**src/include/dbt_pkg.sv**
```systemverilog
package dbt_pkg;
    // ------------------------------------------------------------
    // register map (byte addresses)
    // ------------------------------------------------------------
    localparam logic [7:0] REG_CTRL = 8'h00;
    localparam logic [7:0] REG_EVA_ADDR = 8'h04;
    localparam logic [7:0] REG_EVA_CFG = 8'h08;
    localparam logic [7:0] REG_EVB_ADDR = 8'h0c;
    localparam logic [7:0] REG_EVB_CFG = 8'h10;
    localparam logic [7:0] REG_STATUS = 8'h14;
    localparam logic [7:0] REG_TRACE_IDX = 8'h18;
    localparam logic [7:0] REG_TRACE_W0 = 8'h1c;
    localparam logic [7:0] REG_TRACE_W1 = 8'h20;
    localparam logic [7:0] REG_CMD = 8'h24;

    // ------------------------------------------------------------
    // control register fields
    // ------------------------------------------------------------
    localparam int CTRL_BRK_LSB = 0;
    localparam int CTRL_FULL_BRK = 3;
    localparam int CTRL_TTYPE = 4;
    localparam int CTRL_START_LSB = 5;
    localparam int CTRL_STOP_LSB = 8;
    localparam int CTRL_PICKUP = 11;
    localparam logic [31:0] CTRL_RESET = 32'h0000_0000;

    // event config fields
    localparam int EVC_ENABLE = 0;
    localparam int EVC_WRITE_ONLY = 1;
    localparam int EVC_READ_ONLY = 2;
    localparam int EVC_MASK_EN = 3;
    localparam int EVC_MASK_LSB = 4;
    localparam int EVC_MASK_W = 4;

    // command register fields
    localparam int CMD_CLR_TRACE = 0;

    // status register fields
    localparam int STS_TRACING = 0;
    localparam int STS_FLAG_A = 1;
    localparam int STS_FLAG_B = 2;
    localparam int STS_FULL = 3;
    localparam int STS_BREAK = 4;
    localparam int STS_COUNT_LSB = 8;

    // ------------------------------------------------------------
    // selector encodings
    // ------------------------------------------------------------
    typedef enum logic [2:0] {
        EV_NONE = 3'h0,
        EV_A = 3'h1,
        EV_A_OR_B = 3'h2,
        EV_A_AND_B = 3'h3,
        EV_B_THEN_A = 3'h4
    } dbt_event_sel_t;

    // start selector reuses the event codes, code 0 meaning program start
    localparam logic [2:0] START_GO = 3'h0;
    // stop selector: 0 = program halt, 5 = buffer full, others event codes
    localparam logic [2:0] STOP_BREAK = 3'h0;
    localparam logic [2:0] STOP_FULL = 3'h5;

    localparam logic [1:0] RESP_OKAY = 2'h0;
    localparam logic [1:0] RESP_SLVERR = 2'h2;
endpackage : dbt_pkg

```
**src/rtl/dbt_event_trace.sv**
```systemverilog
`timescale 1ns/1ps
// What this block does
// after reset the break selector is none; matches alone never halt.
// selector A halts on an A match; A-or-B halts on either match.
// A-and-B selector halts only once both channels have matched.
// B-then-A selector halts on an A match after an earlier B match.
// optional break on trace buffer full, combinable with any event break.
// trace-full break is off after configuration reset until enabled.
// branch mode (default) records source and destination of each taken branch.
// data-access mode records event match accesses instead of branches.
// default start setting begins capture when the user program starts.
// start may also be A match, A-or-B match, or both matched.
// sequential start begins capture on an A match following a B match.
// default stop setting ends capture when the user program halts.
// buffer-full stop ends capture once trace storage is full.
// stop may also be A match, A-or-B match, or both matched.
// sequential stop ends capture on an A match following a B match.
// data-access filter records A matches only (default) or A-or-B matches.
// an event start does not record its trigger; the next match is recorded.
// start and stop true together: stop is ignored, capture proceeds.
// target reset during a run clears match flags and trace records.
// only processor bus accesses are traced, never transfer engine accesses.
// channels A and B each hold exactly one data-access match condition.
// address match may ignore 1 to 15 low address bits.
// sticky per-channel match flags, cleared at program start, feed combined conditions.
// one capture flag, set by start, cleared by stop; records only while set.
module dbt_event_trace #(
    parameter int ADDR_W = 20,
    parameter int DATA_W = 16,
    parameter int DEPTH = 64
) (
    input wire logic MCLK, // system clock, 50 MHz
    input wire logic RESETN, // synchronous reset, active low
    input wire logic [7:0] S_AXI_AWADDR, // write address
    input wire logic S_AXI_AWVALID, // write address valid
    output logic S_AXI_AWREADY, // write address ready
    input wire logic [31:0] S_AXI_WDATA, // write data
    input wire logic [3:0] S_AXI_WSTRB, // write byte strobes
    input wire logic S_AXI_WVALID, // write data valid
    output logic S_AXI_WREADY, // write data ready
    output logic [1:0] S_AXI_BRESP, // write response
    output logic S_AXI_BVALID, // write response valid
    input wire logic S_AXI_BREADY, // write response ready
    input wire logic [7:0] S_AXI_ARADDR, // read address
    input wire logic S_AXI_ARVALID, // read address valid
    output logic S_AXI_ARREADY, // read address ready
    output logic [31:0] S_AXI_RDATA, // read data
    output logic [1:0] S_AXI_RRESP, // read response
    output logic S_AXI_RVALID, // read data valid
    input wire logic S_AXI_RREADY, // read data ready
    input wire logic CPU_RUN, // user program executing
    input wire logic TARGET_RESET, // pin or watchdog reset of the target
    input wire logic ACC_VALID, // data access on the bus this cycle
    input wire logic ACC_ENGINE, // access made by transfer_controller_engine
    input wire logic ACC_WRITE, // access is a write
    input wire logic [ADDR_W-1:0] ACC_ADDR, // access address
    input wire logic [DATA_W-1:0] ACC_DATA, // access data
    input wire logic BR_VALID, // taken branch this cycle
    input wire logic [ADDR_W-1:0] BR_SRC, // branch source address
    input wire logic [ADDR_W-1:0] BR_DST, // branch destination address
    output logic BREAK_REQ, // halt request to the core
    output logic TRACE_ACTIVE // capture flag
);
    localparam int CW = $clog2(DEPTH + 1);
    localparam int IW = $clog2(DEPTH);

    if (ADDR_W < 16 || ADDR_W > 32 || DATA_W > 28 || DEPTH < 2 || DEPTH > 256) begin : g_chk
        $error("dbt_event_trace: unsupported parameter values");
    end

    // ------------
    // configuration registers
    // ------------
    logic [31:0] ctrl;
    logic [31:0] ev_addr [2];
    logic [31:0] ev_cfg [2];
    logic [IW-1:0] trace_idx;

    dbt_pkg::dbt_event_sel_t brk_sel;
    logic [2:0] start_sel;
    logic [2:0] stop_sel;
    assign brk_sel = dbt_pkg::dbt_event_sel_t'(ctrl[dbt_pkg::CTRL_BRK_LSB +: 3]);
    assign start_sel = ctrl[dbt_pkg::CTRL_START_LSB +: 3];
    assign stop_sel = ctrl[dbt_pkg::CTRL_STOP_LSB +: 3];

    // ------------
    // run edges
    // ------------
    logic run_q;
    logic run_start;
    logic run_stop;
    logic tgt_clear;
    always_ff @(posedge MCLK) begin
        if (!RESETN) begin
            run_q <= 1'b0;
        end else begin
            run_q <= CPU_RUN;
        end
    end
    assign run_start = CPU_RUN && !run_q;
    assign run_stop = !CPU_RUN && run_q;
    assign tgt_clear = TARGET_RESET && CPU_RUN;

    // ------------
    // event channels
    // ------------
    logic [1:0] hit;
    for (genvar c = 0; c < 2; c++) begin : g_ch
        logic [ADDR_W-1:0] care;
        logic [3:0] mbits;
        logic rw_ok;
        assign mbits = ev_cfg[c][dbt_pkg::EVC_MASK_LSB +: dbt_pkg::EVC_MASK_W];
        // mask count 0 behaves as unmasked; 1..15 low bits ignored
        assign care = ev_cfg[c][dbt_pkg::EVC_MASK_EN] ? ({ADDR_W{1'b1}} << mbits) : {ADDR_W{1'b1}};
        assign rw_ok = !(ev_cfg[c][dbt_pkg::EVC_WRITE_ONLY] && !ACC_WRITE)
                       && !(ev_cfg[c][dbt_pkg::EVC_READ_ONLY] && ACC_WRITE);
        // one address and one config word per channel, so one live condition
        assign hit[c] = ev_cfg[c][dbt_pkg::EVC_ENABLE] && ACC_VALID && !ACC_ENGINE && CPU_RUN && rw_ok
                        && (((ACC_ADDR ^ ev_addr[c][ADDR_W-1:0]) & care) == '0);
    end

    // sticky flags; a match in the clear cycle still sets
    logic flag_a;
    logic flag_b;
    always_ff @(posedge MCLK) begin
        if (!RESETN) begin
            flag_a <= 1'b0;
            flag_b <= 1'b0;
        end else begin
            flag_a <= hit[0] || (flag_a && !run_start && !tgt_clear);
            flag_b <= hit[1] || (flag_b && !run_start && !tgt_clear);
        end
    end

    function automatic logic ev_cond(input logic [2:0] sel, input logic ha, input logic hb,
                                     input logic fa, input logic fb);
        case (sel)
            3'h1: ev_cond = ha;
            3'h2: ev_cond = ha || hb;
            3'h3: ev_cond = (ha || fa) && (hb || fb) && (ha || hb);
            3'h4: ev_cond = ha && fb;
            default: ev_cond = 1'b0;
        endcase
    endfunction

    // ------------
    // trace storage
    // ------------
    logic [31:0] mem_w0 [DEPTH];
    logic [31:0] mem_w1 [DEPTH];
    logic [CW-1:0] count;
    logic full;
    logic tracing;
    logic clr_cmd;
    logic pick;
    logic rec_en;
    assign full = (count == CW'(DEPTH));
    assign pick = ctrl[dbt_pkg::CTRL_PICKUP] ? (hit[0] || hit[1]) : hit[0];
    // tracing is the registered flag, so an event that starts capture is not itself recorded
    assign rec_en = tracing && CPU_RUN && !full
                    && (ctrl[dbt_pkg::CTRL_TTYPE] ? pick : BR_VALID);

    always_ff @(posedge MCLK) begin
        if (rec_en) begin
            if (ctrl[dbt_pkg::CTRL_TTYPE]) begin
                mem_w0[count[IW-1:0]] <= 32'(ACC_ADDR);
                mem_w1[count[IW-1:0]] <= {hit, ACC_WRITE, (29-DATA_W)'(0), ACC_DATA};
            end else begin
                mem_w0[count[IW-1:0]] <= 32'(BR_SRC);
                mem_w1[count[IW-1:0]] <= 32'(BR_DST);
            end
        end
    end

    always_ff @(posedge MCLK) begin
        if (!RESETN || tgt_clear || clr_cmd) begin
            count <= '0;
        end else if (rec_en) begin
            count <= count + CW'(1);
        end
    end

    // ------------
    // capture flag
    // ------------
    logic start_hit;
    logic stop_hit;
    always_comb begin
        start_hit = (start_sel == dbt_pkg::START_GO) ? run_start
                    : ev_cond(start_sel, hit[0], hit[1], flag_a, flag_b);
        case (stop_sel)
            dbt_pkg::STOP_BREAK: stop_hit = run_stop;
            dbt_pkg::STOP_FULL: stop_hit = full;
            default: stop_hit = ev_cond(stop_sel, hit[0], hit[1], flag_a, flag_b);
        endcase
    end

    always_ff @(posedge MCLK) begin
        if (!RESETN || tgt_clear) begin
            tracing <= 1'b0;
        end else if (start_hit && CPU_RUN) begin
            tracing <= 1'b1;
        end else if (stop_hit || !CPU_RUN) begin
            tracing <= 1'b0;
        end
    end

    // ------------
    // break request
    // ------------
    logic brk_hit;
    assign brk_hit = ev_cond(brk_sel, hit[0], hit[1], flag_a, flag_b)
                     || (ctrl[dbt_pkg::CTRL_FULL_BRK] && full && CPU_RUN);
    always_ff @(posedge MCLK) begin
        if (!RESETN) begin
            BREAK_REQ <= 1'b0;
        end else if (brk_hit) begin
            BREAK_REQ <= 1'b1;
        end else if (!CPU_RUN) begin
            BREAK_REQ <= 1'b0;
        end
    end

    always_ff @(posedge MCLK) begin
        if (!RESETN) begin
            TRACE_ACTIVE <= 1'b0;
        end else begin
            TRACE_ACTIVE <= (tracing || (start_hit && CPU_RUN)) && !tgt_clear
                            && !((stop_hit || !CPU_RUN) && !(start_hit && CPU_RUN));
        end
    end

    // ------------
    // bus slave: write path
    // ------------
    logic aw_have;
    logic w_have;
    logic [7:0] aw_addr;
    logic [31:0] w_data;
    logic [3:0] w_strb;
    logic wr_fire;
    logic wr_ok;
    assign wr_fire = aw_have && w_have && !S_AXI_BVALID;

    always_ff @(posedge MCLK) begin
        if (!RESETN) begin
            aw_have <= 1'b0;
            S_AXI_AWREADY <= 1'b0;
            aw_addr <= 8'h00;
        end else if (S_AXI_AWREADY && S_AXI_AWVALID) begin
            aw_have <= 1'b1;
            S_AXI_AWREADY <= 1'b0;
            aw_addr <= S_AXI_AWADDR;
        end else if (wr_fire) begin
            aw_have <= 1'b0;
        end else if (!aw_have && !S_AXI_BVALID) begin
            S_AXI_AWREADY <= 1'b1;
        end
    end

    always_ff @(posedge MCLK) begin
        if (!RESETN) begin
            w_have <= 1'b0;
            S_AXI_WREADY <= 1'b0;
            w_data <= 32'h0000_0000;
            w_strb <= 4'h0;
        end else if (S_AXI_WREADY && S_AXI_WVALID) begin
            w_have <= 1'b1;
            S_AXI_WREADY <= 1'b0;
            w_data <= S_AXI_WDATA;
            w_strb <= S_AXI_WSTRB;
        end else if (wr_fire) begin
            w_have <= 1'b0;
        end else if (!w_have && !S_AXI_BVALID) begin
            S_AXI_WREADY <= 1'b1;
        end
    end

    function automatic logic [31:0] merge(input logic [31:0] old, input logic [31:0] nw, input logic [3:0] st);
        for (int i = 0; i < 4; i++) begin
            old[8*i +: 8] = st[i] ? nw[8*i +: 8] : old[8*i +: 8];
        end
        merge = old;
    endfunction

    always_comb begin
        case (aw_addr)
            dbt_pkg::REG_CTRL, dbt_pkg::REG_EVA_ADDR, dbt_pkg::REG_EVA_CFG, dbt_pkg::REG_EVB_ADDR,
            dbt_pkg::REG_EVB_CFG, dbt_pkg::REG_TRACE_IDX, dbt_pkg::REG_CMD, dbt_pkg::REG_STATUS: wr_ok = 1'b1;
            default: wr_ok = 1'b0;
        endcase
    end

    always_ff @(posedge MCLK) begin
        if (!RESETN) begin
            ctrl <= dbt_pkg::CTRL_RESET;
            ev_addr[0] <= 32'h0000_0000;
            ev_addr[1] <= 32'h0000_0000;
            ev_cfg[0] <= 32'h0000_0000;
            ev_cfg[1] <= 32'h0000_0000;
            trace_idx <= '0;
        end else if (wr_fire) begin
            case (aw_addr)
                dbt_pkg::REG_CTRL: ctrl <= merge(ctrl, w_data, w_strb) & 32'h0000_0fff;
                dbt_pkg::REG_EVA_ADDR: ev_addr[0] <= merge(ev_addr[0], w_data, w_strb);
                dbt_pkg::REG_EVA_CFG: ev_cfg[0] <= merge(ev_cfg[0], w_data, w_strb) & 32'h0000_00ff;
                dbt_pkg::REG_EVB_ADDR: ev_addr[1] <= merge(ev_addr[1], w_data, w_strb);
                dbt_pkg::REG_EVB_CFG: ev_cfg[1] <= merge(ev_cfg[1], w_data, w_strb) & 32'h0000_00ff;
                dbt_pkg::REG_TRACE_IDX: trace_idx <= w_data[IW-1:0];
                default: trace_idx <= trace_idx;
            endcase
        end
    end

    assign clr_cmd = wr_fire && (aw_addr == dbt_pkg::REG_CMD) && w_strb[0] && w_data[dbt_pkg::CMD_CLR_TRACE];

    always_ff @(posedge MCLK) begin
        if (!RESETN) begin
            S_AXI_BVALID <= 1'b0;
            S_AXI_BRESP <= dbt_pkg::RESP_OKAY;
        end else if (wr_fire) begin
            S_AXI_BVALID <= 1'b1;
            S_AXI_BRESP <= wr_ok ? dbt_pkg::RESP_OKAY : dbt_pkg::RESP_SLVERR;
        end else if (S_AXI_BREADY) begin
            S_AXI_BVALID <= 1'b0;
        end
    end

    // ------------
    // bus slave: read path
    // ------------
    logic [31:0] status;
    logic [31:0] rd_val;
    logic rd_ok;
    assign status = {16'h0000, (8)'(count), 3'h0, BREAK_REQ, full, flag_b, flag_a, tracing};

    always_comb begin
        rd_ok = 1'b1;
        case (S_AXI_ARADDR)
            dbt_pkg::REG_CTRL: rd_val = ctrl;
            dbt_pkg::REG_EVA_ADDR: rd_val = ev_addr[0];
            dbt_pkg::REG_EVA_CFG: rd_val = ev_cfg[0];
            dbt_pkg::REG_EVB_ADDR: rd_val = ev_addr[1];
            dbt_pkg::REG_EVB_CFG: rd_val = ev_cfg[1];
            dbt_pkg::REG_STATUS: rd_val = status;
            dbt_pkg::REG_TRACE_IDX: rd_val = 32'(trace_idx);
            dbt_pkg::REG_TRACE_W0: rd_val = mem_w0[trace_idx];
            dbt_pkg::REG_TRACE_W1: rd_val = mem_w1[trace_idx];
            dbt_pkg::REG_CMD: rd_val = 32'h0000_0000;
            default: begin
                rd_val = 32'h0000_0000;
                rd_ok = 1'b0;
            end
        endcase
    end

    always_ff @(posedge MCLK) begin
        if (!RESETN) begin
            S_AXI_ARREADY <= 1'b0;
            S_AXI_RVALID <= 1'b0;
            S_AXI_RDATA <= 32'h0000_0000;
            S_AXI_RRESP <= dbt_pkg::RESP_OKAY;
        end else if (S_AXI_ARREADY && S_AXI_ARVALID) begin
            S_AXI_ARREADY <= 1'b0;
            S_AXI_RVALID <= 1'b1;
            S_AXI_RDATA <= rd_val;
            S_AXI_RRESP <= rd_ok ? dbt_pkg::RESP_OKAY : dbt_pkg::RESP_SLVERR;
        end else if (S_AXI_RVALID) begin
            S_AXI_RVALID <= !S_AXI_RREADY;
        end else begin
            S_AXI_ARREADY <= 1'b1;
        end
    end
endmodule : dbt_event_trace

```
**config.mk**
```make
export PLATFORM = sky130hd
export DESIGN_NAME = dbt_event_trace
export DESIGN_NICKNAME = d
export VERILOG_FILES = /design/src/include/dbt_pkg.sv /design/src/rtl/dbt_event_trace.sv
export SDC_FILE = /design/constraint.sdc
export NUM_CORES = 2
export LEC_CHECK = 0
export BUFFER_PORTS_ARGS = -buffer_cell sky130_fd_sc_hd__buf_2
export CAP_MARGIN = 10
export CORE_ASPECT_RATIO = 1.2
export CORE_MARGIN = 2
export CORE_UTILIZATION = 45
export CTS_CLUSTER_DIAMETER = 50
export DETAILED_ROUTE_END_ITERATION = 16
export HOLD_SLACK_MARGIN = 0.02
export MAX_ROUTING_LAYER = met4
export SYNTH_ARGS = -nofsm -noshare
export SYNTH_HDL_FRONTEND = slang
export SYNTH_MEMORY_MAX_BITS = 65536
export SYNTH_SLANG_ARGS = --single-unit
```
**constraint.sdc**
```tcl
create_clock -name MCLK -period 6.4 [get_ports MCLK]
set_input_delay 1.28 -clock MCLK [delete_from_list [all_inputs] [get_ports MCLK]]
set_output_delay 1.28 -clock MCLK [all_outputs]
set_load 0.02 [all_outputs]
```
Yosys cells after proc, flatten, opt, wreduce, memory -nomap -nowiden:

Memory sizes are Yosys's and may differ from the RTL's. A register that Yosys moved wholly into a read port is not among the register bits.
Cells that the tools add are included.
Widths: inputs -> output; s select.

* shifts and indexed selects: 2
* reduce and logical (&&, ||, !) cells: 93
* equal/unequal tests: 31
* bitwise operators: 12
* mux-type cells: 68
* $add $sub $neg: 1

Operator list (count)
* $pmux 32 s9: 1
* $mux 8: 12
* $mux 32: 2
* $mux 20: 3
* $eq 8x5->1 const B: 7
* $logic_and 1x1->1: 45
* $and 20x20->20: 2
* $logic_not 20->1: 2
* $shl 20x4->20 const A: 2
* $xor 20x20->20: 2
* $mux 1: 39
* $eq 8x4->1 const B: 4
* $eq 8x6->1 const B: 3
* $mux 6: 4
* $mux 23: 1
* $eq 3x2->1 const B: 6
* $logic_not 1->1: 18
* $eq 8x3->1 const B: 2
* $logic_not 8->1: 2
* $eq 3x3->1 const B: 4
* $pmux 1 s4: 3
* $logic_or 1x1->1: 10
* $reduce_or 10->1: 1
* $eq 3x1->1 const B: 3
* other kinds (13): 29

* bits of input ports: 141
* memory bits (writable): 2832
* output and inout bits: 43
* memories: 4
* register bits after elaboration: 118

Memory list
* mem_w1: depth 64, bits a word 23, read ports 1, clocked after memory_dff 1, write ports 1, line dbt_event_trace.sv:150 `logic [31:0] mem_w1 [DEPTH];`
* mem_w0: depth 64, bits a word 20, read ports 1, clocked after memory_dff 1, write ports 1, line dbt_event_trace.sv:149 `logic [31:0] mem_w0 [DEPTH];`
* ev_addr: depth 2, bits a word 32, read ports 2, clocked after memory_dff 0, write ports 2, line dbt_event_trace.sv:75 `logic [31:0] ev_addr [2];`
* ev_cfg: depth 2, bits a word 8, read ports 2, clocked after memory_dff 0, write ports 2, line dbt_event_trace.sv:76 `logic [31:0] ev_cfg [2];`

Logic depth before layout (Yosys ltp):

* depth in word-level cells: 16
* mapped depth: 11
* gate-level depth less buffers: 8

Worst setup path after synthesis:

OpenSTA, ideal clock, no wires.

* kind: input to register
* start point: input port ACC_ADDR[1]
* end point: memory mem_w0[40][0] in the netlist's numbering, enable pin
* arrival time: 5032 ps
* path slack: 924 ps
* stages on the path: 9
* required time: 5956 ps
* buffers on the path: 1
* cell sequence: xor2_1 -> a221oi_1 -> o21ai_0 -> a211oi_1 -> a221o_1 -> nand2_1 -> or4_1 -> clkbuf_1 -> nor2_1

* cells in the longest elaborated chain, start to end: 11
* elaborated cells between the ends (all ways): 17
* classes of those cells: mux (6); bitwise (5); reduce/logical (6)

Ends and longest elaborated chain
* start: declaration: line dbt_event_trace.sv:56 `input wire logic [ADDR_W-1:0] ACC_ADDR,`
* $xor 20x20->20: line dbt_event_trace.sv:119 `&& (((ACC_ADDR ^ ev_addr[c][ADDR_W-1:0]) & care) == '0);`
* $and 20x20->20: line dbt_event_trace.sv:119
* $logic_not 20->1: line dbt_event_trace.sv:119
* $logic_and 1x1->1: line dbt_event_trace.sv:119
* $logic_or 1x1->1: line dbt_event_trace.sv:158 `assign pick = ctrl[dbt_pkg::CTRL_PICKUP] ? (hit[0] || hit[1]) : hit[0];`
* $mux 1 *: line dbt_event_trace.sv:158
* $mux 1 *: line dbt_event_trace.sv:161 `&& (ctrl[dbt_pkg::CTRL_TTYPE] ? pick : BR_VALID);`
* $logic_and 1x1->1 *: line dbt_event_trace.sv:161
* $mux 1: line dbt_event_trace.sv:164 `if (rec_en) begin`
* $mux 1, on equally long branches: line dbt_event_trace.sv:166, dbt_event_trace.sv:169
* $or 1x1->1 (no line) *
* end: declaration: line dbt_event_trace.sv:149

Mark *: on every way between the ends. The rest lies on a longest branch, timed or not.

Worst setup path in the final report:

* start point: input port ACC_ADDR[3]
* end point: memory mem_w0[10][14] in the netlist's numbering, enable pin

Same word-level chain as after synthesis.

==> metrics.cfg <==
[run_status]
status=completed

[grt]
grt_overflow_total=0
grt_pass1_wl_um=458000
grt_pass1_vias=55600
track_usage=0.265
grt_max_degree=95
antenna_found_initial=31

[timing]
period_needed_ns=4.81
rsz0062_at_grt=no
skew_ns=0.0380
max_freq_mhz=208
holdWs_ns=0.450
finalSetupViolCount=0
hold_viol=0
drv_slew=0
worst_pin_slew_ns=1.10
tns_ns=0
fin_crit_sh=0.752
relSlewSlack=0.269

[worst_setup_path]
critPathLaunch=ACC_ADDR[3]
timing.rr.start=ev_cfg[0][5]
crit_required_ns=6.90
critPathCaptureType=register
start_kind=input pin
critPathMaxFanout=33
critPathArrivalTime_ns=5.31
crit_type=in -> reg

[place]
hpwl_um=212000
portBuffers=181
place_area_um2=121000
gp_congestion=0.895

[clocking]
cts_hold_buf=0
cts_sinks=2954
cts_made_buffers=293
htree_levels=5
cts_max_path_buffers=4
cts_tree=built
cts_setup_buffers=0
ctsResizeCount=0
clkTransAtPathRegs_ns=0.06
clock_latency_ns=0.86
cts-root-buf=clkbuf_16

[synthesis]
synth-edff-count=2832
synth_async_sr_flop_share=0
ys_ff_latch=2954
yosysTopAreaCellShare=0.748
avgSynthCellArea_um2=22.5
synth_area_leaders=edfxtp_1, mux4_2, dfxtp_1, nand2_1, mux2i_1
yosysUniqueCellTypes=59
yosysMostFrequentCell=edfxtp_1
yosysSeqAreaShare=0.769
yosys_warnings=0
synthFlopType=edfxtp_1
synthCells=5062
yosysTopAreaCell=edfxtp_1
synth_area_um2=114000
synth_commonest_cells=edfxtp_1, mux4_2, nand2_1, clkbuf_1, dfxtp_1

[layout]
final_area_um2=130000
post-route-util=0.515
fillerInstances=19600
drive_gt1_frac=0.316
layout.nets=5654
syn_to_final_growth_pct=14.2

[drt]
ant_nets=0
wirelength_um=331000
met1_length_um=121000
met3_wirelength_um=23800
vias_per_cell=6.14
drc=0
via_count=55900
post_drt_wl_per_cell_um=36.3
dr.pass1.iters=6
top_layer_used=met4
route.met2.wl_um=170000
drt_iter0_drc=7593

[floorplanning]
core-area_um2=252000
num_rows=202
dieArea_um2=257000
die_width_um=463
start_util=0.451
fp.dieH_um=555
ios=184

[pwr]
p_per_area_nw_per_um2=296
leakagePower_nw=39.8
vdd_ir_drop_max_uv=204

[job]
max_cap_violations=0

[min_path]
min_path_type=reg -> reg
hp-start=S_AXI_RDATA[29]

layer usage:
layer  GRT usage  up-vias
met1       0.328    30400
li1            -    22300
met5           -        -
met3      0.0373      514
met2       0.438     2678
met4       0.116        0
cell usage in the layout, fill, tap and decap left out, types with 14 or more instances in the layout:
| cell type | netlist | layout |
|---|---|---|
| bufinv_16 | 0 | 15 |
| nand3_1 | 34 | 34 |
| nor2_4 | 0 | 66 |
| diode_2 | 0 | 22 |
| xor2_1 | 22 | 22 |
| clkbuf_16 | 0 | 296 |
| buf_4 | 8 | 197 |
| mux4_2 | 873 | 873 |
| clkbuf_1 | 145 | 61 |
| inv_1 | 23 | 21 |
| nor2_1 | 118 | 49 |
| o21ai_0 | 47 | 47 |
| dfxtp_1 | 122 | 116 |
| buf_2 | 85 | 181 |
| and2_1 | 16 | 14 |
| buf_12 | 0 | 54 |
| clkinv_1 | 0 | 54 |
| and3_1 | 35 | 35 |
| a22oi_1 | 37 | 37 |
| nor3_1 | 20 | 20 |
| xnor2_1 | 20 | 20 |
| a21oi_1 | 88 | 87 |
| mux2i_1 | 68 | 68 |
| clkinv_2 | 0 | 36 |
| nand2_1 | 270 | 261 |
| inv_6 | 0 | 15 |
| edfxtp_1 | 2832 | 2832 |
path summary, 6_finish.rpt:
| kind | endpoint | slack (ns) | depth (start not counted) |
|---|---|---|---|
| worst max-delay path | mem_w0[10][14] | 1.59 | 10 |
| worst min-delay path | S_AXI_RDATA[29] | 0.45 | 2 |
| worst max register to register | mem_w0[10][14] | 1.68 | 9 |
| worst min register to register | S_AXI_RDATA[29] | 0.45 | 2 |
sequential cells by signal, summed over array words and instances (netlist names), 4 cells and up, named ones only:
signal       count
ev_cfg          16
mem_w1        1472
w_data          32
w_strb           4
aw_addr          8
mem_w0        1280
S_AXI_RDATA     32
ctrl            12
trace_idx        6
ev_addr         64
count            7
metrics by stage:
| step | total power, mW | cells | worst slack [ns] |
|---|---|---|---|
| 2_1_floorplan | 21.9 | 5063 | 0.924 |
| 3_3_place_gp | 22.3 | 8581 | 0.765 |
| 5_1_grt | 39.4 | 9106 | 1.45 |
| 6_report | 38.5 | 9114 | 1.59 |
| 4_1_cts | 38.7 | 9092 | 1.65 |
| 3_5_place_dp | 22.3 | 8582 | 0.779 |
power by group:
group	switching (mW)	internal, mW	total [mW]
Clock	7.26	9.28	16.5
Combinational	0.538	0.112	0.651
Sequential	0.0422	21.2	21.3
critical path: stages:
cell      delay [ns]
buf_2           0.30
xor2_1          0.13
a221oi_1        0.28
o21ai_0         0.15
a211oi_1        0.53
a221o_1         0.41
nand2_1         0.20
or4_1           0.98
nor2_4          0.61
buf_12          0.34
cell families (layout without fill, tap and decap cells):
group,after synthesis,in the layout,synth area share
flip-flops,2954,2954,0.769
multiplexers,950,950,0.180
AND/OR/NAND/NOR,548,548,0.0213
buffers and inverters,303,966,0.0115
AO/OA/AOI/OAI,262,262,0.0149
XOR/XNOR,42,42,0.00323
adder cells (fa/ha/maj),2,2,0.000220
other,1,24,0.0000330
area by class of cell:
type / instances / area (µm²) / share of cell area
flip-flops and latches: 2954 / 87500 / 0.674
multi-input cells: 1806 / 25500 / 0.197
clock buffers: 369 / 7800 / 0.0601
well taps: 3366 / 4210 / 0.0324
repair buffers: 433 / 3480 / 0.0268
clock inverters: 141 / 1210 / 0.00929
inverters: 23 / 88.8 / 0.000684
diodes: 22 / 55.1 / 0.000424
Note: power is estimated with default switching activity, not from simulation.
